[src/svfc_consts.vh]
/*
 Constants for the synchronous voltage-to-frequency converter model:
 register offsets, field positions, reset values and timing counts.
 Assumes inclusion by bare name from the design files; definitions only.
*/
`ifndef SVFC_CONSTS_VH
`define SVFC_CONSTS_VH

// Register byte offsets on the APB
`define SVFC_OFS_CTRL 12'h000
`define SVFC_OFS_IN_ONE 12'h004
`define SVFC_OFS_IN_TWO 12'h008
`define SVFC_OFS_IN_THREE 12'h00C
`define SVFC_OFS_IN_COMMON 12'h010
`define SVFC_OFS_STATUS 12'h014
`define SVFC_OFS_RATE 12'h018

// Control field positions
`define SVFC_CTRL_CHAN_LSB 0
`define SVFC_CTRL_CHAN_MSB 1
`define SVFC_CTRL_GAIN 2
`define SVFC_CTRL_POL 3
`define SVFC_CTRL_SINGLE 4
`define SVFC_CTRL_XTAL 5
`define SVFC_CTRL_SLEEP_N 6

// Control reset value: channel 00, gain 1, bipolar, multichannel, external clock, awake
`define SVFC_CTRL_RESET 7'h40

// Status field positions
`define SVFC_ST_VALID 0
`define SVFC_ST_SETTLING 1
`define SVFC_ST_OSC_READY 2
`define SVFC_ST_ASLEEP 3

// Rate fractions of the master clock, in percent
`define SVFC_RATE_MIN_PCT 5
`define SVFC_RATE_MAX_PCT 45

// Settling in master clock cycles for each variant
`define SVFC_SETTLE_MULTI 2
`define SVFC_SETTLE_SINGLE 10

// Oscillator start-up time and the clock rate it is counted at
`define SVFC_OSC_START_US 5000
`define SVFC_CLK_MHZ 10

`endif

[src/svfc_pulse_top.v]
/*
 Synchronous voltage-to-frequency converter model with an APB register
 port. Input words stand in for the analog pins; the pulse output is
 meant for a gated counter or an opto-isolator. Assumes pclk is the
 master clock and all inputs are synchronous to it.
 Assumes software, not pins, selects channel, span, variant and clock source,
 and that any external counter gates on a divided copy of pclk.
*/
// The register offsets and the APB interface to the registers were left to the implementer.
//
// Function
// - channel code picks input pair
// - gain and polarity set the span
// - rate 0.05 to 0.45 of clock
// - pulse width is one clock high phase (model: one full pclk period)
// - pulses start on master clock edges
// - output invalid during settling cycles
// - sleep low stops pulse generation
// - crystal mode waits for oscillator start
// - master clock echoed on echo pin
// - rate depends only on difference
// - single-channel: unipolar, gain one, input one
// - external clock echo is inverted clock (model: registered toggle at half rate)
`include "svfc_consts.vh"

module svfc_pulse_top #(
    parameter DW = 16,
    parameter OSC_START_CYC = `SVFC_OSC_START_US * `SVFC_CLK_MHZ
) (
    input wire pclk,
    input wire presetn,
    input wire psel,
    input wire penable,
    input wire pwrite,
    input wire [11:0] paddr,
    input wire [31:0] pwdata,
    output reg [31:0] prdata,
    output reg pready,
    output reg pslverr,
    input wire sleep_n,
    output reg pulse_out,
    output reg clock_echo_out,
    output reg out_valid
);
    localparam ACC_W = DW + 8;
    // Floor step: one twentieth of the modulus, so a zero code gives 0.05
    localparam [ACC_W-1:0] FLOOR_INC = {{(ACC_W-DW){1'b0}}, {DW{1'b1}}};
    // Modulus of twenty floor steps, built from shifts to keep its width exact
    localparam [ACC_W-1:0] MODULUS = (FLOOR_INC << 4) + (FLOOR_INC << 2);

    // APB state
    localparam ST_IDLE = 2'd0;
    localparam ST_RD = 2'd1;
    localparam ST_ACK = 2'd2;

    // Bus-written state, live inputs and generator state
    reg [1:0] st;
    reg [6:0] ctrl;
    reg [DW-1:0] in_one, in_two, in_three, in_common;
    reg [31:0] osc_cnt;
    reg osc_ready;
    reg [3:0] settle_cnt;
    reg [DW:0] code_q;
    reg [ACC_W-1:0] acc;
    reg pulse_hi;
    // Combinational results of the span mapping and the rate step
    reg [ACC_W-1:0] next_acc;
    reg [DW:0] sel_diff;
    reg [DW+1:0] wide_diff;
    reg [DW:0] code_now;
    reg [ACC_W-1:0] inc;
    // Bus decode
    wire rf_we;
    wire [31:0] rf_rdata;
    wire setup = psel && !penable;
    wire wr_take = setup && pwrite;
    wire awake = sleep_n && ctrl[`SVFC_CTRL_SLEEP_N];

    // Decodes a byte offset to a register index; unmapped offsets give 15,
    // which the bus logic answers with pslverr
    function [3:0] reg_index;
        input [11:0] a;
        begin
            case (a)
                `SVFC_OFS_CTRL: reg_index = 4'd0;
                `SVFC_OFS_IN_ONE: reg_index = 4'd1;
                `SVFC_OFS_IN_TWO: reg_index = 4'd2;
                `SVFC_OFS_IN_THREE: reg_index = 4'd3;
                `SVFC_OFS_IN_COMMON: reg_index = 4'd4;
                `SVFC_OFS_STATUS: reg_index = 4'd5;
                `SVFC_OFS_RATE: reg_index = 4'd6;
                default: reg_index = 4'hF;
            endcase
        end
    endfunction

    // Shadow store: last written word of every writable register
    assign rf_we = wr_take && (reg_index(paddr) < 4'd5);

    svfc_regfile #(.AW(3)) svfc_regfile_i (
        .pclk(pclk),
        .presetn(presetn),
        .we(rf_we),
        .waddr(paddr[4:2]),
        .wdata(pwdata),
        .raddr(paddr[4:2]),
        .rdata(rf_rdata)
    );

    // Channel routing and span mapping to a 0..2^DW-1 offset code
    always @* begin
        sel_diff = {(DW+1){1'b0}};
        wide_diff = {(DW+2){1'b0}};
        code_now = {(DW+1){1'b0}};
        if (ctrl[`SVFC_CTRL_SINGLE]) begin
            code_now = {1'b0, in_one};
        end else begin
            // Only the difference is used, so a common shift cancels
            case ({ctrl[`SVFC_CTRL_CHAN_MSB], ctrl[`SVFC_CTRL_CHAN_LSB]})
                2'b00: sel_diff = {1'b0, in_one} - {1'b0, in_common};
                2'b01: sel_diff = {1'b0, in_two} - {1'b0, in_common};
                2'b10: sel_diff = {1'b0, in_three} - {1'b0, in_common};
                default: sel_diff = {1'b0, in_one} - {1'b0, in_two};
            endcase
            // Doubling one bit wider lets gain two saturate instead of wrapping
            if (ctrl[`SVFC_CTRL_GAIN]) begin
                wide_diff = {sel_diff, 1'b0};
            end else begin
                wide_diff = {sel_diff[DW], sel_diff};
            end
            if (ctrl[`SVFC_CTRL_POL]) begin
                // Unipolar: 0..ref/gain; clip below zero and above full scale
                if (wide_diff[DW+1]) begin
                    code_now = {(DW+1){1'b0}};
                end else if (wide_diff[DW]) begin
                    code_now = {1'b0, {DW{1'b1}}};
                end else begin
                    code_now = {1'b0, wide_diff[DW-1:0]};
                end
            end else begin
                // Bipolar: halve, clip to half a span each way, offset by mid-scale
                case (wide_diff[DW+1:DW])
                    2'b01: code_now = {1'b0, {DW{1'b1}}};
                    2'b10: code_now = {(DW+1){1'b0}};
                    default: code_now = {1'b0, !wide_diff[DW], wide_diff[DW-1:1]};
                endcase
            end
        end
    end

    // Accumulator step: 5% floor plus 40% scaled by the code.
    // Each cycle adds one floor step plus eight times the code, and a pulse
    // fires on each wrap of the modulus: a zero code wraps every 20 cycles,
    // a full code adds nine floor steps per cycle, 0.45 of the clock. The
    // step stays below half the modulus, so two pulses never touch.
    always @* begin
        inc = FLOOR_INC + ({{(ACC_W-DW-1){1'b0}}, code_q} << 3);
        next_acc = acc + inc;
    end

    // Register map, one 32-bit word each:
    //   0x00 control: [0] channel lsb, [1] channel msb, [2] gain two,
    //        [3] unipolar, [4] single-channel, [5] crystal, [6] awake
    //   0x04..0x10 input codes one, two, three and common, bits [DW-1:0]
    //   0x14 status: [0] valid, [1] settling, [2] oscillator ready, [3] asleep
    //   0x18 current span code, read only
    // Writes land on the setup edge and the answer comes two edges later,
    // so a master that holds its request until pready always reads fresh data.
    // Status and code writes are dropped quietly, as they are read only.
    // APB slave: one wait state, then ready; unmapped offsets give pslverr
    always @(posedge pclk or negedge presetn) begin
        if (!presetn) begin
            st <= ST_IDLE;
            pready <= 1'b0;
            pslverr <= 1'b0;
            prdata <= 32'h0000_0000;
            ctrl <= `SVFC_CTRL_RESET;
            in_one <= {DW{1'b0}};
            in_two <= {DW{1'b0}};
            in_three <= {DW{1'b0}};
            in_common <= {DW{1'b0}};
        end else begin
            case (st)
                ST_IDLE: begin
                    pready <= 1'b0;
                    pslverr <= 1'b0;
                    if (setup) begin
                        st <= ST_RD;
                        if (pwrite) begin
                            case (reg_index(paddr))
                                4'd0: ctrl <= pwdata[6:0];
                                4'd1: in_one <= pwdata[DW-1:0];
                                4'd2: in_two <= pwdata[DW-1:0];
                                4'd3: in_three <= pwdata[DW-1:0];
                                4'd4: in_common <= pwdata[DW-1:0];
                                default: ;
                            endcase
                        end
                    end
                end
                ST_RD: begin
                    st <= ST_ACK;
                    pready <= 1'b1;
                    pslverr <= (reg_index(paddr) == 4'hF);
                    case (reg_index(paddr))
                        4'd0: prdata <= {25'h000_0000, ctrl};
                        4'd1, 4'd2, 4'd3, 4'd4: prdata <= rf_rdata & {{(32-DW){1'b0}}, {DW{1'b1}}};
                        4'd5: prdata <= {28'h000_0000, !awake, osc_ready,
                                         (settle_cnt != 4'd0), out_valid};
                        4'd6: prdata <= {{(31-DW){1'b0}}, code_q};
                        default: prdata <= 32'h0000_0000;
                    endcase
                end
                ST_ACK: begin
                    st <= ST_IDLE;
                    pready <= 1'b0;
                    pslverr <= 1'b0;
                end
                default: st <= ST_IDLE;
            endcase
        end
    end

    // Crystal start-up: count from crystal select before pulses run.
    // Limitation: the count assumes pclk at its rated rate; a bench may shorten
    // it through the parameter so that crystal mode fits a short run.
    always @(posedge pclk or negedge presetn) begin
        if (!presetn) begin
            osc_cnt <= 32'h0000_0000;
            osc_ready <= 1'b0;
        end else if (!ctrl[`SVFC_CTRL_XTAL]) begin
            osc_cnt <= 32'h0000_0000;
            osc_ready <= 1'b1;
        end else if (osc_cnt >= OSC_START_CYC - 1) begin
            osc_ready <= 1'b1;
        end else begin
            osc_cnt <= osc_cnt + 32'h0000_0001;
            osc_ready <= 1'b0;
        end
    end

    // Settling: a code change or wake-up restarts the invalid window.
    // The single-channel variant reloads the longer count; the window is
    // counted on the registered code, so a step seen by the bus is covered.
    // Sleep and a cold oscillator hold the count loaded, never half-spent.
    always @(posedge pclk or negedge presetn) begin
        if (!presetn) begin
            code_q <= {(DW+1){1'b0}};
            settle_cnt <= 4'd`SVFC_SETTLE_MULTI;
            out_valid <= 1'b0;
        end else begin
            code_q <= code_now;
            if (!awake || !osc_ready || code_now != code_q) begin
                settle_cnt <= ctrl[`SVFC_CTRL_SINGLE] ? 4'd`SVFC_SETTLE_SINGLE
                                                      : 4'd`SVFC_SETTLE_MULTI;
                out_valid <= 1'b0;
            end else if (settle_cnt != 4'd0) begin
                settle_cnt <= settle_cnt - 4'd1;
                out_valid <= 1'b0;
            end else begin
                out_valid <= 1'b1;
            end
        end
    end

    // Rate generator: a carry past the modulus fires one pulse
    always @(posedge pclk or negedge presetn) begin
        if (!presetn) begin
            acc <= {ACC_W{1'b0}};
            pulse_hi <= 1'b0;
            pulse_out <= 1'b0;
        end else if (!awake || !osc_ready) begin
            // Sleep or oscillator not yet running: generator held idle
            acc <= {ACC_W{1'b0}};
            pulse_hi <= 1'b0;
            pulse_out <= 1'b0;
        end else begin
            if (next_acc >= MODULUS) begin
                acc <= next_acc - MODULUS;
                pulse_hi <= 1'b1;
            end else begin
                acc <= next_acc;
                pulse_hi <= 1'b0;
            end
            // The extra stage keeps the pin straight off a flop.
            // One pclk wide, launched on the clock edge only
            pulse_out <= pulse_hi;
        end
    end

    // Clock echo: a registered toggle standing in for the inverted clock.
    // Limitation: a flop cannot echo its own clock, so the echo runs at half
    // rate; a true inverted copy would need a gate in the clock path.
    always @(posedge pclk or negedge presetn) begin
        if (!presetn) begin
            clock_echo_out <= 1'b0;
        end else begin
            clock_echo_out <= !clock_echo_out;
        end
    end
endmodule

[src/svfc_regfile.v]
/*
 Small register store for the converter model: eight 32-bit words with
 a registered read port. Assumes one clock and an active-low async reset.
*/
module svfc_regfile #(
    parameter AW = 3
) (
    input wire pclk,
    input wire presetn,
    input wire we,
    input wire [AW-1:0] waddr,
    input wire [31:0] wdata,
    input wire [AW-1:0] raddr,
    output reg [31:0] rdata
);
    reg [31:0] mem [0:(1<<AW)-1];
    integer i;

    // Words clear on reset so reads are defined from the start
    always @(posedge pclk or negedge presetn) begin
        if (!presetn) begin
            for (i = 0; i < (1<<AW); i = i + 1) begin
                mem[i] <= 32'h0000_0000;
            end
            rdata <= 32'h0000_0000;
        end else begin
            if (we) begin
                mem[waddr] <= wdata;
            end
            rdata <= mem[raddr];
        end
    end
endmodule

[config.mk]
export PLATFORM = sky130hd
export DESIGN_NAME = svfc_pulse_top
export DESIGN_NICKNAME = d
export VERILOG_FILES = /design/src/svfc_pulse_top.v /design/src/svfc_regfile.v
export VERILOG_INCLUDE_DIRS = /design/src
export SDC_FILE = /design/constraint.sdc
export NUM_CORES = 1
export LEC_CHECK = 0
export BUFFER_PORTS_ARGS = -buffer_cell sky130_fd_sc_hd__buf_2
export CORE_ASPECT_RATIO = 1.4
export CORE_MARGIN = 2
export CORE_UTILIZATION = 57
export CTS_CLUSTER_SIZE = 14
export DETAILED_ROUTE_END_ITERATION = 10
export PLACE_DENSITY = 0.77
export SLEW_MARGIN = 20
export SYNTH_ARGS = -nofsm -noshare
export SYNTH_HDL_FRONTEND = slang
export SYNTH_SLANG_ARGS = --single-unit
[constraint.sdc]
create_clock -name pclk -period 6.15 [get_ports pclk]
set_input_delay 0.9225 -clock pclk [delete_from_list [all_inputs] [get_ports pclk]]
set_output_delay 0.9225 -clock pclk [all_outputs]
set_load 0.01 [all_outputs]
== After elaboration in Yosys (flattened, before gate mapping) ==
Cells that the tools add are included.

* Shift operators: 0
* Bitwise operators: 1
* Div/mod/pow operators: 0
* Multiply operators: 0
* Add/subtract/negate cells: 9
* Reductions and logical operators: 27
* $lt $le $gt $ge: 5
* Equal/unequal tests: 26
* Muxes and demuxes: 38

{| class="wikitable"
|+ Operators with widths
! kind !! count
|-
| 256-bit bitwise mux || 1
|-
| 32-bit binary-select mux with 3-bit select || 1
|-
| 32-bit demux with 3-bit select || 1
|-
| 32-bit 2-to-1 mux || 3
|-
| 17-bit case mux with 4 select lines || 1
|-
| 16-bit by 16-bit subtractor with 17-bit output || 4
|-
| 16-bit 2-to-1 mux || 4
|-
| 17-bit 2-to-1 mux || 3
|-
| 17-bit case mux with 3 select lines || 1
|-
| 24-bit 2-to-1 mux || 2
|-
| 12-bit by 5-bit == test with 1-bit output, second input constant || 3
|-
| 32-bit by 1-bit adder with 32-bit output, second input constant || 1
|-
| 32-bit by 16-bit >= comparator with 1-bit output, second input constant || 1
|-
| 16-bit case mux with 2 select lines || 1
|-
| 4-bit 2-to-1 mux || 7
|-
| 4-bit case mux with 7 select lines || 1
|-
| 24-bit by 21-bit adder with 24-bit output || 1
|-
| 12-bit by 4-bit == test with 1-bit output, second input constant || 2
|-
| 24-bit by 21-bit >= comparator with 1-bit output, second input constant || 1
|-
| 24-bit by 21-bit subtractor with 24-bit output, second input constant || 1
|-
| 16-bit by 20-bit adder with 21-bit output, first input constant || 1
|-
| 4-bit AND reduction || 5
|-
| 18-bit 2-to-1 mux || 1
|-
| 17-bit inequality test || 1
|-
| other kinds (27) || 58
|}

* Bits in read-only memories: 0
* Register bits after elaboration: 461
* Word-level logic and storage cells: 133
* Input port bits: 50
* Memories: 0
* Bits in writable memories: 0
* Output and inout port bits: 37
* Bits in latches: 0

== Depth between registers and ports, before layout ==
Gate-level depths: netlist of the first run.

* Depth in word-level cells: 11
* Depth in mapped cells: 27
* Gate-level depth less buffers: 25

== Hierarchy ==
A second synthesis of the first run with hierarchy kept.

* Cells, all modules: 2205
* Area, all modules: 25383.1 µm²

{| class="wikitable"
|+ By module, submodules not included
! module !! area each (µm²) !! sequential area each (µm²) !! times used !! cells an instance
|-
| svfc_pulse_top || 12942.4 || 4306.6 || 1 || 1508
|-
| svfc_regfile || 12440.7 || 7206.9 || 1 || 697
|}

== Worst setup path before layout of the first run ==
Ideal clock, no wire load.

* Path type: register to register
* From: register ctrl[0]
* To: register settle_cnt[3]
* Path buffers: 3
* Arrival: 5.282 ns
* Setup slack: 0.788 ns
* Required time: 6.071 ns
* Setup time: 0.079 ns
* Period minus slack after synthesis: 5.362 ns
* Cell stages (with the launch flop): 26
* Cell sequence: dfrtp_1 -> ha_1 -> clkbuf_1 -> clkbuf_1 -> a221oi_1 -> a21oi_1 -> ha_1 -> buf_2 -> a21oi_1 -> o21ai_0 -> a211oi_2 -> a21oi_1 -> nor4b_1 -> nand2_1 -> o21ai_0 -> ha_1 -> nor2_1 -> and2_1 -> nor2_1 -> nand2_1 -> and3_1 -> a2111oi_2 -> o2111ai_1 -> or4_4 -> nor4_4 -> mux2i_1

* Longest elaborated chain between the ends: 11
* Elaborated cells on any way between the ends: 18
* Those cells by class: eq/ne (5); mux (9); reduce/logical (4)

{| class="wikitable"
|+ RTL lines
! item !! RTL line !! RTL
|-
| start: declaration || svfc_pulse_top.v:58 || <nowiki>reg [6:0] ctrl;</nowiki>
|-
| start signal: assignment || svfc_pulse_top.v:177 || <nowiki>ctrl <= `SVFC_CTRL_RESET;</nowiki>
|-
| start signal: assignment || svfc_pulse_top.v:191 || <nowiki>4'd0: ctrl <= pwdata[6:0];</nowiki>
|-
| 2-bit == test, or another cell as far along || svfc_pulse_top.v:119 || <nowiki>case ({ctrl[`SVFC_CTRL_CHAN_MSB], ctrl[`SVFC_CTRL_CHAN_LSB]})</nowiki>
|-
| 17-bit case mux with 3 select lines (*) || svfc_pulse_top.v:119 ||
|-
| 17-bit 2-to-1 mux || svfc_pulse_top.v:126 || <nowiki>if (ctrl[`SVFC_CTRL_GAIN]) begin</nowiki>
|-
| 18-bit 2-to-1 mux (*) || svfc_pulse_top.v:115 || <nowiki>if (ctrl[`SVFC_CTRL_SINGLE]) begin</nowiki>
|-
| 2-bit == test, or another cell as far along || svfc_pulse_top.v:142 || <nowiki>case (wide_diff[DW+1:DW])</nowiki>
|-
| 16-bit case mux with 2 select lines / 16-bit 2-to-1 mux (equally long branches) || svfc_pulse_top.v:142, svfc_pulse_top.v:133 ||
|-
| 17-bit 2-to-1 mux (*) || svfc_pulse_top.v:131 || <nowiki>if (ctrl[`SVFC_CTRL_POL]) begin</nowiki>
|-
| 17-bit 2-to-1 mux (*) || svfc_pulse_top.v:115 ||
|-
| 17-bit inequality test (*) || svfc_pulse_top.v:253 || <nowiki>if (!awake || !osc_ready || code_now != code_q) begin</nowiki>
|-
| 1-bit logical OR (*) || svfc_pulse_top.v:253 ||
|-
| 4-bit 2-to-1 mux / 2-bit nonzero test (equally long branches) || - ||
|-
| end signal: assignment || svfc_pulse_top.v:249 || <nowiki>settle_cnt <= 4'd`SVFC_SETTLE_MULTI;</nowiki>
|-
| end signal: assignment || svfc_pulse_top.v:254 || <nowiki>settle_cnt <= ctrl[`SVFC_CTRL_SINGLE] ? 4'd`SVFC_SETTLE_SINGLE</nowiki>
|-
| end signal: assignment || svfc_pulse_top.v:258 || <nowiki>settle_cnt <= settle_cnt - 4'd1;</nowiki>
|-
| end: declaration || svfc_pulse_top.v:62 || <nowiki>reg [3:0] settle_cnt;</nowiki>
|}

Every way passes the cells marked *; elsewhere a longest branch is shown, timed or not. The select of a mux whose other input is x is not followed.
A chain may end at the register's enable or synchronous reset.

== Worst setup path in the final report of the first run ==
Same ends and word-level chain as after synthesis.

==> summary.md, run 1 <==
| Metric | Value |
|---|---|
| Worst slew pin tran | 1.084 ns |
| First-pass GRT wire length | 75720 µm |
| Detailed Routing Iterations Pass 1 | 5 |
| Post-synth EDFFs | 0 |
| Total die area | 0.03331 mm² |
| Cell count after placement | 2152 |
| Maximum vdd drop | 284.9 µV |
| Root buffer selected by CTS | sky130_fd_sc_hd__clkbuf_16 |
| CP delay by family, top | compound AO/OA/AOI/OAI gates |
| # resized after CTS | 0 |
| Leakage power | 9.453 nW |
| Pwr Density | 204.4 mW/mm² |
| Post-layout min period | 5.765 ns |
| Area of the mapped netlist | 0.01815 mm² |
| Final setup vio count | 0 |
| Syn Area/Cell | 10.36 µm² |
| Maxcap violations | 0 |
| Total buffers and inverters traversed by the critical path | 3 |
| Die X | 154.8 µm |
| Status | complete, no violations |
| Number of buffers on the longest clock path | 3 |
| Number of distinct standard cells referenced by the synthesized netlist | 97 |
| Slew Limit Headroom | 27.04% |
| Critical path class | reg2reg |
| H-tree levels | 1 |
| Global-route total usage across every layer | 28.80% |
| IO Port Bufs | 54 |
| Io pins | 87 |
| Biggest fanout along the worst timing path | 24 |
| Insertion delay to the later sink of the worst-skew pair | 0.56 ns |
| Total negative setup slack | 0 ns |
| Post-DR vias/cell | 6.132 |
| Relative area change from synthesis to final layout | 10.27% |
| Async S/R FF share, synth | 100.0% |
| Clock slew at reported path FFs | 0.07 ns |
| Number of global-route vias before repair | 14070 |
| Post-detailed-route DRC marker count | 0 |
| Fillcell total | 2422 |
| Setup Fix Bufs, Post-CTS | 0 |
| CTS Hold Bufs | 0 |
| Via Count | 13530 |
| Final WL | 47030 µm |
| Cell with the largest stage delay on the worst path | sky130_fd_sc_hd__or4_4 |
| Highest clock frequency the design can meet | 0.1735 GHz |
| Met1 routed wirelength after detailed routing | 19080 µm |
| Number of warnings issued by yosys | 0 |
| Top cell type by total area after synthesis | sky130_fd_sc_hd__dfrtp_1 |
| Worst path arrival time | 6.25 ns |
| Unrepaired setup endpoints after global routing | false |
| Largest net degree at the start of global routing | 134 |
| Clock buffers created by TritonCTS | 30 |
| Cell count of the worst reg-to-reg path | 23 |
| Final worst slack | 0.3852 ns |
| Depth of the critical timing path with buffers and inverters included | 23 |
| Synthesized flop and latch total | 316 |
| Drt first-iter violations | 887 |
| Top layer used by detailed routing | met4 |
| CP Cell Sequence | inv_1 -> ha_1 -> buf_12 -> buf_4 -> a221oi_1 -> a21oi_1 -> ha_1 -> a21o_1 -> a32oi_1 -> nand2_1 -> o31a_1 -> and2_1 -> o21ai_0 -> ha_1 -> nor2b_1 -> a21oi_2 -> o32a_1 -> o21ai_0 -> a2111oi_2 -> o2111ai_1 -> or4_4 -> nor4_4 -> mux2i_1 |
| Row Count | 77 |
| Slowest stage delay, CP | 0.53 ns |
| Post-synthesis sequential area ratio | 43.58% |
| Number of instances in the synthesized netlist | 1752 |
| Vertical die dimension | 215.2 µm |
| Crit share post-route | 93.74% |
| Class of the tightest hold or removal check | reg2reg |
| Worst endpoint required time | 6.63 ns |
| Layout cells sized above 1 | 22.71% |
| Clock skew | 0.01477 ns |
| CP dominant cell by count | sky130_fd_sc_hd__ha_1 |
| Count of placed standard cells in the final layout, fillers left out | 2206 |
| Detailed-routed wire length on met2 | 23830 µm |
| Total half-perimeter wirelength after legalization and detailed placement | 34990 µm |
| CTS sink cnt | 316 |
| Initial antenna violation count | 1 |
| Wire length per cell after detailed routing | 21.32 µm |
| Area contributors post-synth | sky130_fd_sc_hd__dfrtp_1, sky130_fd_sc_hd__mux2_2, sky130_fd_sc_hd__ha_1 |
| TritonCTS clock tree | yes |
| Final-report max-slew violation count | 0 |
| Fraction of post-synthesis cell area in the top cell type by area | 43.29% |
| Final count of hold timing violations | 0 |
| Met3 WL | 1758 µm |
| Number of nets in the final layout | 1917 |
| Hold path cells | 0 |
| Initial Util | 57.62% |
| Routability congestion estimate | 0.9856 |
| Grt total ovfl | 0 |
| Startpoint type of the worst setup path | flip-flop |
| Predominant post-synthesis flop cell | sky130_fd_sc_hd__dfrtp_1 |
| Area of the core | 0.03150 mm² |
| Worst slack at placement | 0.2008 ns |
| Count of nets left with antenna violations after detail routing | 0 |
| CP Capture Type | flip-flop |
-- cell type report --
cell class	instances	area, µm²	area share (%)
Clock buffer	44	864.6	4.319
Tap cell	395	494.2	2.469
Timing Repair Buffer	135	913.4	4.563
Antenna cell	1	2.502	0.01250
Sequential cell	316	7910	39.52
Clock inverter	9	112.6	0.5626
Multi-Input combinational cell	1181	9250	46.21
Inverter	125	469.2	2.344
-- cell usage after synthesis, types with 18 or more instances --
cell type / count
sky130_fd_sc_hd__ha_1: 75
sky130_fd_sc_hd__nor3_1: 24
sky130_fd_sc_hd__buf_4: 18
sky130_fd_sc_hd__mux2_2: 155
sky130_fd_sc_hd__nor2_1: 93
sky130_fd_sc_hd__clkbuf_1: 103
sky130_fd_sc_hd__mux4_2: 32
sky130_fd_sc_hd__nand2_1: 118
sky130_fd_sc_hd__dfrtp_1: 314
sky130_fd_sc_hd__a211oi_1: 22
sky130_fd_sc_hd__inv_1: 125
sky130_fd_sc_hd__nand3_1: 30
sky130_fd_sc_hd__nand4_1: 18
sky130_fd_sc_hd__xor2_1: 20
sky130_fd_sc_hd__a21o_1: 19
sky130_fd_sc_hd__a21oi_1: 85
sky130_fd_sc_hd__o21ai_0: 77
sky130_fd_sc_hd__a22oi_1: 19
sky130_fd_sc_hd__xnor2_1: 44
sky130_fd_sc_hd__and2_1: 39
sky130_fd_sc_hd__nand2b_1: 22
-- state kept, by name (all words and copies together) (netlist names), 7 cells and up --
register              flops
in_two                   16
svfc_regfile_i.rdata     16
acc                      24
code_q                   16
ctrl                      7
svfc_regfile_i.mem      128
in_common                16
in_one                   16
prdata                   16
osc_cnt                  32
in_three                 16
-- worst reg2reg max path: stages (launching register included) --
cell and delay (ns):
sky130_fd_sc_hd__dfrtp_1 0.37, sky130_fd_sc_hd__inv_1 0.06, sky130_fd_sc_hd__ha_1 0.32, sky130_fd_sc_hd__buf_12 0.17
sky130_fd_sc_hd__buf_4 0.18, sky130_fd_sc_hd__a221oi_1 0.22, sky130_fd_sc_hd__a21oi_1 0.09, sky130_fd_sc_hd__ha_1 0.34
sky130_fd_sc_hd__a21o_1 0.23, sky130_fd_sc_hd__a32oi_1 0.31, sky130_fd_sc_hd__nand2_1 0.13, sky130_fd_sc_hd__o31a_1 0.33
sky130_fd_sc_hd__and2_1 0.18, sky130_fd_sc_hd__o21ai_0 0.25, sky130_fd_sc_hd__ha_1 0.32, sky130_fd_sc_hd__nor2b_1 0.19
sky130_fd_sc_hd__a21oi_2 0.22, sky130_fd_sc_hd__o32a_1 0.15, sky130_fd_sc_hd__o21ai_0 0.10, sky130_fd_sc_hd__a2111oi_2 0.32
sky130_fd_sc_hd__o2111ai_1 0.18, sky130_fd_sc_hd__or4_4 0.53, sky130_fd_sc_hd__nor4_4 0.28, sky130_fd_sc_hd__mux2i_1 0.22
-- cells in the final DEF, fill, tap and decap left out, types with 23 or more instances in the layout --
cell	Yosys	layout
sky130_fd_sc_hd__a21oi_1	85	84
sky130_fd_sc_hd__and2_1	39	39
sky130_fd_sc_hd__buf_2	11	53
sky130_fd_sc_hd__buf_4	18	79
sky130_fd_sc_hd__clkbuf_16	0	31
sky130_fd_sc_hd__dfrtp_1	314	314
sky130_fd_sc_hd__ha_1	75	74
sky130_fd_sc_hd__inv_1	125	125
sky130_fd_sc_hd__mux2_2	155	155
sky130_fd_sc_hd__mux4_2	32	32
sky130_fd_sc_hd__nand2_1	118	118
sky130_fd_sc_hd__nand3_1	30	30
sky130_fd_sc_hd__nor2_1	93	91
sky130_fd_sc_hd__nor3_1	24	23
sky130_fd_sc_hd__o21ai_0	77	77
sky130_fd_sc_hd__xnor2_1	44	44
-- final timing paths --
path                                         from                     end  slack, ns
setup / recovery                          ctrl[0]           settle_cnt[3]       0.39
hold / removal             svfc_regfile_i.mem[43]  svfc_regfile_i.mem[43]       0.37
hold reg to reg            svfc_regfile_i.mem[43]  svfc_regfile_i.mem[43]       0.37
min in group asynchronous                 presetn  svfc_regfile_i.mem[11]       0.39
max in group asynchronous                 presetn  svfc_regfile_i.mem[33]       4.28
setup reg to reg                          ctrl[0]           settle_cnt[3]       0.39
-- metrics by stage --
step	cell area, µm²	power [mW]	utilization [%]	hold slack [ns]
CTS	19990	4.128	63.45	0.3762
floorplan	18210	2.217	-	0.4099
global route	20020	4.234	63.54	0.3824
global placement	19010	2.294	60.35	0.3597
finish	20020	4.091	63.54	0.3728
detailed placement	19010	2.298	60.35	0.3622
-- logic make-up (layout without fill, tap and decap cells) --
kind of cell	after synthesis	in the layout	synth area share, %
other	1	17	0.02066
muxes	202	202	14.41
adders and majority gates	78	78	5.500
AOI/OAI and AO/OA	385	385	14.87
buffers and inverters	270	313	6.072
DFF	316	316	43.58
xor gates and xnor gates	64	64	3.088
and+or+nand+nor	436	436	12.46
-- report_power, final --
group / switching (mW) / internal [mW]
clock network: 0.774 / 1.06
registers: 0.00480 / 2.08
logic: 0.122 / 0.0496
-- routing by layer --
metal / vias up / track usage [%]
li1: 6295 / -
met1: 6755 / 35.40
met2: 360 / 50.49
met3: 118 / 3.448
met4: 0 / 13.58
met5: - / 0
Power figures use the tool's default switching activity.
==> run 2, diff against run 1 <==
--- a/config.mk
+++ b/config.mk
@@ -7,12 +7,14 @@
 export NUM_CORES = 1
 export LEC_CHECK = 0
 export BUFFER_PORTS_ARGS = -buffer_cell sky130_fd_sc_hd__buf_2
+export CAP_MARGIN = 5
 export CORE_ASPECT_RATIO = 1.4
-export CORE_MARGIN = 2
+export CORE_MARGIN = 4
 export CORE_UTILIZATION = 57
 export CTS_CLUSTER_SIZE = 14
 export DETAILED_ROUTE_END_ITERATION = 10
 export PLACE_DENSITY = 0.77
+export REMOVE_ABC_BUFFERS = 1
 export SLEW_MARGIN = 20
 export SYNTH_ARGS = -nofsm -noshare
 export SYNTH_HDL_FRONTEND = slang
==> run 2 against run 1 <==
  * Maximum frequency decreased by 1.7%
  * Cell count decreased by 1.3%
  * Global-route usage decreased by 2.0 points
  * Cell area decreased by 1.2%
  * Total power decreased by 0.97%
  * Sequential share of layout area increased by 0.47 points
  * Die area increased by 4.5%
  * Clock skew increased by 0.0022 ns
  * Clock-buffer cell count decreased by 3
  * Clock power decreased by 2%
==> summary.md, run 2 (synthesized netlist as in run 1, its figures left out) <==
| Metric | Value |
|---|---|
| Initial Util | 57.62% |
| Relative area change from synthesis to final layout | 8.967% |
| Row Count | 77 |
| Insertion delay to the later sink of the worst-skew pair | 0.59 ns |
| TritonCTS clock tree | yes |
| Leakage power | 9.312 nW |
| Grt total ovfl | 0 |
| Number of nets in the final layout | 1888 |
| Total die area | 0.03481 mm² |
| Io pins | 87 |
| Class of the tightest hold or removal check | in2async |
| Worst path arrival time | 6.36 ns |
| Root buffer selected by CTS | sky130_fd_sc_hd__clkbuf_16 |
| Layout cells sized above 1 | 21.67% |
| Capturing point of the worst reg2reg path | settle_cnt[3] |
| Post-detailed-route DRC marker count | 0 |
| Capture point of the worst path | settle_cnt[3] |
| Largest regs | svfc_regfile_i.mem x128, osc_cnt x32, acc x24 |
| Worst slew pin tran | 1.160 ns |
| CTS sink cnt | 316 |
| Final setup vio count | 0 |
| Fillcell total | 2461 |
| Routability congestion estimate | 0.9845 |
| Total half-perimeter wirelength after legalization and detailed placement | 33910 µm |
| Final Cell Area | 0.01978 mm² |
| Worst hold slack | 0.3708 ns |
| Worst R2R Setup Slack | 0.29 ns |
| Worst endpoint required time | 6.64 ns |
| Total power after layout | 4.052 mW |
| H-tree levels | 1 |
| CP Capture Type | flip-flop |
| Total buffers and inverters traversed by the critical path | 5 |
| Critical Path Source | ctrl[0] |
| Area of the core | 0.03150 mm² |
| Maxcap violations | 0 |
| Count of placed standard cells in the final layout, fillers left out | 2177 |
| Startpoint type of the worst setup path | flip-flop |
| Wire length per cell after detailed routing | 21.45 µm |
| Drt first-iter violations | 1088 |
| Vertical die dimension | 219.2 µm |
| Status | complete, no violations |
| First-pass GRT wire length | 74290 µm |
| Via Count | 13540 |
| Global-route total usage across every layer | 26.77% |
| Highest-count cells in the layout ignoring fill and taps | sky130_fd_sc_hd__dfrtp_1, sky130_fd_sc_hd__mux2_2, sky130_fd_sc_hd__inv_1 |
| Post-layout min period | 5.864 ns |
| Max FFs per register | 128 |
| Biggest fanout along the worst timing path | 22 |
| Count of nets left with antenna violations after detail routing | 0 |
| Largest net degree at the start of global routing | 155 |
| CP dominant cell by count | sky130_fd_sc_hd__buf_4 |
| Critical path class | reg2reg |
| CP delay by family, top | compound AO/OA/AOI/OAI gates |
| Cell with the largest stage delay on the worst path | sky130_fd_sc_hd__o311ai_0 |
| Final count of hold timing violations | 0 |
| Post-placement cell area | 0.01879 mm² |
| Number of global-route vias before repair | 13730 |
| Clock slew at reported path FFs | 0.07 ns |
| CP Cell Sequence | inv_1 -> ha_1 -> buf_4 -> a221oi_1 -> a21oi_1 -> ha_2 -> o21ai_0 -> a21oi_1 -> o2111ai_1 -> a21oi_2 -> nor4b_4 -> buf_4 -> nand2_1 -> o21ai_0 -> ha_1 -> buf_4 -> nand2b_1 -> o311ai_0 -> o2111ai_1 -> or4_4 -> nor4_4 -> buf_4 -> mux2i_1 |
| Crit share post-route | 95.36% |
| Die X | 158.8 µm |
| Slew Limit Headroom | 22.64% |
| Initial antenna violation count | 2 |
| Final-report max-slew violation count | 0 |
| Final WL | 46700 µm |
| Clock buffers created by TritonCTS | 30 |
| Pwr Density | 204.8 mW/mm² |
| IO Port Bufs | 54 |
| Highest clock frequency the design can meet | 0.1705 GHz |
| Depth of the critical timing path with buffers and inverters included | 23 |
| Maximum vdd drop | 201.0 µV |
| Most common cell after layout, fill and taps aside | sky130_fd_sc_hd__dfrtp_1 |
| Detailed Routing Iterations Pass 1 | 8 |
| Post-DR vias/cell | 6.220 |
| Number of buffers on the longest clock path | 3 |
| Worst reg2reg path startpoint | ctrl[0] |
| Cell count after placement | 2122 |
| Slowest stage delay, CP | 0.80 ns |
| Register ranked first by flip-flop count | svfc_regfile_i.mem |
| Cell count of the worst reg-to-reg path | 23 |
| Clock skew | 0.01697 ns |
==> run 2: changes by cell type in the layout (fill, tap and decap cells not counted), sizes merged <==
cell | previous run | this run
bufinv | 2 | 1
clkinv | 3 | 10
clkbuf | 44 | 41
buf | 135 | 106
clkinvlp | 3 | 0
==> run 2: per-stage QoR <==
step	setup TNS (ns)	utilization, %	worst slack [ns]
after floorplan	0	-	0.6611
after global placement	0	59.63	0.2714
after detailed placement	0	59.63	0.1658
after CTS	0	62.63	0.09956
after global routing	-0.01803	62.79	-0.01803
final	0	62.79	0.2855
==> run 2: worst register-to-register path: stages (launching register included) <==
cell                        delay (ns)
sky130_fd_sc_hd__dfrtp_1          0.44
sky130_fd_sc_hd__inv_1            0.07
sky130_fd_sc_hd__ha_1             0.31
sky130_fd_sc_hd__buf_4            0.22
sky130_fd_sc_hd__a221oi_1         0.25
sky130_fd_sc_hd__a21oi_1          0.10
sky130_fd_sc_hd__ha_2             0.41
sky130_fd_sc_hd__o21ai_0          0.11
sky130_fd_sc_hd__a21oi_1          0.25
sky130_fd_sc_hd__o2111ai_1        0.26
sky130_fd_sc_hd__a21oi_2          0.28
sky130_fd_sc_hd__nor4b_4          0.07
sky130_fd_sc_hd__buf_4            0.15
sky130_fd_sc_hd__nand2_1          0.07
sky130_fd_sc_hd__o21ai_0          0.13
sky130_fd_sc_hd__ha_1             0.34
sky130_fd_sc_hd__buf_4            0.11
sky130_fd_sc_hd__nand2b_1         0.15
sky130_fd_sc_hd__o311ai_0         0.80
sky130_fd_sc_hd__o2111ai_1        0.18
sky130_fd_sc_hd__or4_4            0.52
sky130_fd_sc_hd__nor4_4           0.21
sky130_fd_sc_hd__buf_4            0.18
sky130_fd_sc_hd__mux2i_1          0.17
==> run 2: repair_timing <==
action                                 CTS  global route
endpoints found under the hold margin    0             0
hold buffers                             0             0
setup endpoints to repair                0             5
buffers inserted                         0             1
resized for setup                        0             7
==> run 2: worst min path at each step <==
| stage | start | to | slack (ns) | cells past startpoint |
|---|---|---|---|---|
| 5_1_grt | svfc_regfile_i.mem[40] | svfc_regfile_i.mem[40] | 0.38 | 0 |
| 2_1_floorplan | svfc_regfile_i.mem[32] | svfc_regfile_i.mem[32] | 0.35 | 0 |
| 6_report | presetn | pulse_hi | 0.37 | 1 |
| 4_1_cts | svfc_regfile_i.mem[32] | svfc_regfile_i.mem[32] | 0.38 | 0 |
| 3_5_place_dp | svfc_regfile_i.mem[32] | svfc_regfile_i.mem[32] | 0.36 | 0 |
| 3_3_place_gp | svfc_regfile_i.mem[34] | svfc_regfile_i.mem[34] | 0.36 | 0 |
==> run 2: final cells by class <==
class	count	area [µm²]	share of cell area (%)
multi-input combinational	1181	9265	46.84
sequential	316	7910	39.99
clock buffer	41	832.0	4.206
timing repair buffer	106	695.7	3.517
tap	395	494.2	2.499
inverter	125	469.2	2.372
clock inverter	12	111.4	0.5630
antenna	1	2.502	0.01265
==> run 2: where the power goes <==
part           internal, mW  switching, mW
sequential             2.08        0.00467
clock                 0.991          0.800
combinational        0.0491          0.125
==> run 2: layer usage <==
metal	wire [µm]	GRT usage, %	vias to the layer above	share of wire [%]
met4	2394	13.11	0	5.1
met2	23250	46.62	500	50
li1	-	-	6246	-
met1	18590	33.69	6681	40
met5	0	0	-	0
met3	2471	2.818	115	5.3
==> run 3, diff against run 2 <==
--- a/config.mk
+++ b/config.mk
@@ -8,7 +8,6 @@
 export LEC_CHECK = 0
 export BUFFER_PORTS_ARGS = -buffer_cell sky130_fd_sc_hd__buf_2
 export CAP_MARGIN = 5
-export CORE_ASPECT_RATIO = 1.4
 export CORE_MARGIN = 4
 export CORE_UTILIZATION = 57
 export CTS_CLUSTER_SIZE = 14
==> run 3 against run 2 <==
  * Clock power rose by 12%
  * Highest routed layer unchanged
  * Sequential power about the same
  * Critical endpoint unchanged
  * Critical path type unchanged
  * Die area down 0.11%
==> summary.md, run 3 (synthesized netlist as in run 1, its figures left out) <==
| Metric | Value |
|---|---|
| Largest regs | svfc_regfile_i.mem x128, osc_cnt x32, acc x24 |
| Final count of hold timing violations | 0 |
| Grt total ovfl | 0 |
| Area of the core | 0.03147 mm² |
| Via Count | 13670 |
| Max FFs per register | 128 |
| Maxcap violations | 0 |
| Cell with the largest stage delay on the worst path | sky130_fd_sc_hd__dfrtp_1 |
| Combined flip-flop and latch cell area | 0.007910 mm² |
| CTS sink cnt | 316 |
| Worst path arrival time | 6.24 ns |
| Die X | 186.5 µm |
| Drt first-iter violations | 1252 |
| Number of nets in the final layout | 1886 |
| Clock buffers created by TritonCTS | 31 |
| Final-report max-slew violation count | 0 |
| Critical path class | reg2reg |
| Row Count | 65 |
| Cell count of the worst reg-to-reg path | 24 |
| Unrepaired setup endpoints after global routing | false |
| Capturing point of the worst reg2reg path | settle_cnt[3] |
| Root buffer selected by CTS | sky130_fd_sc_hd__clkbuf_16 |
| Post-placement cell area | 0.01877 mm² |
| Worst reg2reg path startpoint | ctrl[1] |
| Initial antenna violation count | 0 |
| Final setup vio count | 0 |
| Class of the tightest hold or removal check | in2async |
| CP Cell Sequence | inv_1 -> ha_4 -> a22oi_1 -> nor2_1 -> a21oi_1 -> ha_1 -> fa_1 -> nand2b_1 -> a211o_1 -> nand2_1 -> o31a_1 -> and2_1 -> o21ai_1 -> ha_1 -> nor2b_1 -> buf_4 -> and2_1 -> a311oi_1 -> a221oi_2 -> xnor2_1 -> o31ai_1 -> or4_4 -> nor4_4 -> mux2i_1 |
| Leakage power | 9.375 nW |
| Register ranked first by flip-flop count | svfc_regfile_i.mem |
| Final antenna diode count | 0 |
| Total die area | 0.03477 mm² |
| Wire length per cell after detailed routing | 21.73 µm |
| Final WL | 47480 µm |
| Layout cells sized above 1 | 22.10% |
| Routability congestion estimate | 0.9639 |
| Worst slew pin tran | 1.112 ns |
| Total half-perimeter wirelength after legalization and detailed placement | 34010 µm |
| Total negative setup slack | 0 ns |
| First-pass GRT wire length | 75560 µm |
| Detailed Routing Iterations Pass 1 | 7 |
| Post-layout min period | 5.748 ns |
| Io pins | 87 |
| Insertion delay to the later sink of the worst-skew pair | 0.58 ns |
| Highest-count cells in the layout ignoring fill and taps | sky130_fd_sc_hd__dfrtp_1, sky130_fd_sc_hd__mux2_2, sky130_fd_sc_hd__inv_1 |
| Pwr Density | 213.9 mW/mm² |
| Vertical die dimension | 186.5 µm |
| Slowest stage delay, CP | 0.46 ns |
| Relative area change from synthesis to final layout | 9.919% |
| Most common cell after layout, fill and taps aside | sky130_fd_sc_hd__dfrtp_1 |
| Worst R2R Setup Slack | 0.40 ns |
| IO Port Bufs | 54 |
| Clock skew | 0.03056 ns |
| Maximum vdd drop | 249.4 µV |
| Biggest fanout along the worst timing path | 16 |
| Number of global-route vias before repair | 13660 |
| H-tree levels | 1 |
| Post-DR vias/cell | 6.257 |
| Area of the multi-input gates | 0.009298 mm² |
| Initial Util | 57.67% |
| Slew Limit Headroom | 25.17% |
| Post-detailed-route DRC marker count | 0 |
| Crit share post-route | 93.46% |
| Startpoint type of the worst setup path | flip-flop |
| TritonCTS clock tree | yes |
| Highest clock frequency the design can meet | 0.1740 GHz |
| Count of nets left with antenna violations after detail routing | 0 |
| CP Capture Type | flip-flop |
| Critical Path Source | ctrl[1] |
| Clock slew at reported path FFs | 0.06 ns |
| Final Cell Area | 0.01995 mm² |
| Fillcell total | 2379 |
| Largest net degree at the start of global routing | 165 |
| Worst endpoint required time | 6.64 ns |
| Number of buffers on the longest clock path | 3 |
| Global-route total usage across every layer | 26.80% |
| Status | complete, no violations |
run 3: where the power goes:
group	switching, mW	leakage [nW]	internal (mW)
clock	0.800	0.537	1.20
sequential	0.00507	4.31	2.08
combinational	0.127	4.52	0.0493
total	0.932	9.37	3.34
run 3: stage by stage:
| stage | utilization [%] | std cells | hold WS [ns] | setup WS (ns) | total power [mW] |
|---|---|---|---|---|---|
| floorplan | - | 1622 | 0.3488 | 0.6611 | 2.194 |
| global placement | 59.65 | 2126 | 0.3597 | 0.1846 | 2.298 |
| detailed placement | 59.65 | 2126 | 0.3625 | 0.1304 | 2.302 |
| CTS | 63.14 | 2184 | 0.3208 | 0.08897 | 4.294 |
| global route | 63.40 | 2185 | 0.3418 | 0.01639 | 4.411 |
| finish | 63.40 | 2185 | 0.3057 | 0.4024 | 4.267 |
run 3: metal layers:
metal / wire [µm] / vias up / global-route usage (%)
met2: 22320 / 524 / 43.95
met4: 1728 / 0 / 8.874
met5: 0 / - / 0
li1: - / 6242 / -
met1: 20750 / 6795 / 37.80
met3: 2682 / 110 / 3.049
run 3: worst max path at each step:
stage / endpoint / slack (ns)
after floorplan: settle_cnt[3] / 0.66
after global placement: settle_cnt[3] / 0.18
after detailed placement: settle_cnt[3] / 0.13
after CTS: settle_cnt[3] / 0.09
after global routing: settle_cnt[3] / 0.02
final: settle_cnt[3] / 0.40
run 3: critical path: cells and delay by family, from the launching register on:
kind | cells | cell delay (ns)
adder cells (fa/ha/maj) | 4 | 1.21
XOR/XNOR | 1 | 0.16
flip-flops | 1 | 0.46
buffers and inverters | 2 | 0.31
AND/OR/NAND/NOR | 8 | 1.94
AO/OA/AOI/OAI | 8 | 1.32
multiplexers | 1 | 0.23
run 3: timing repair:
item | CTS | global route
setup buffers | 0 | 1
resized for setup | 0 | 15
hold buffers | 0 | 0
setup endpoints to repair | 0 | 5
run 3: layout make-up:
type                       count  share of cell area (%)
tap                          402                   2.521
clock inverter                16                   1.166
timing repair buffer         103                   3.374
inverter                     125                   2.352
sequential                   316                   39.64
clock buffer                  42                   4.346
multi-input combinational   1181                   46.60
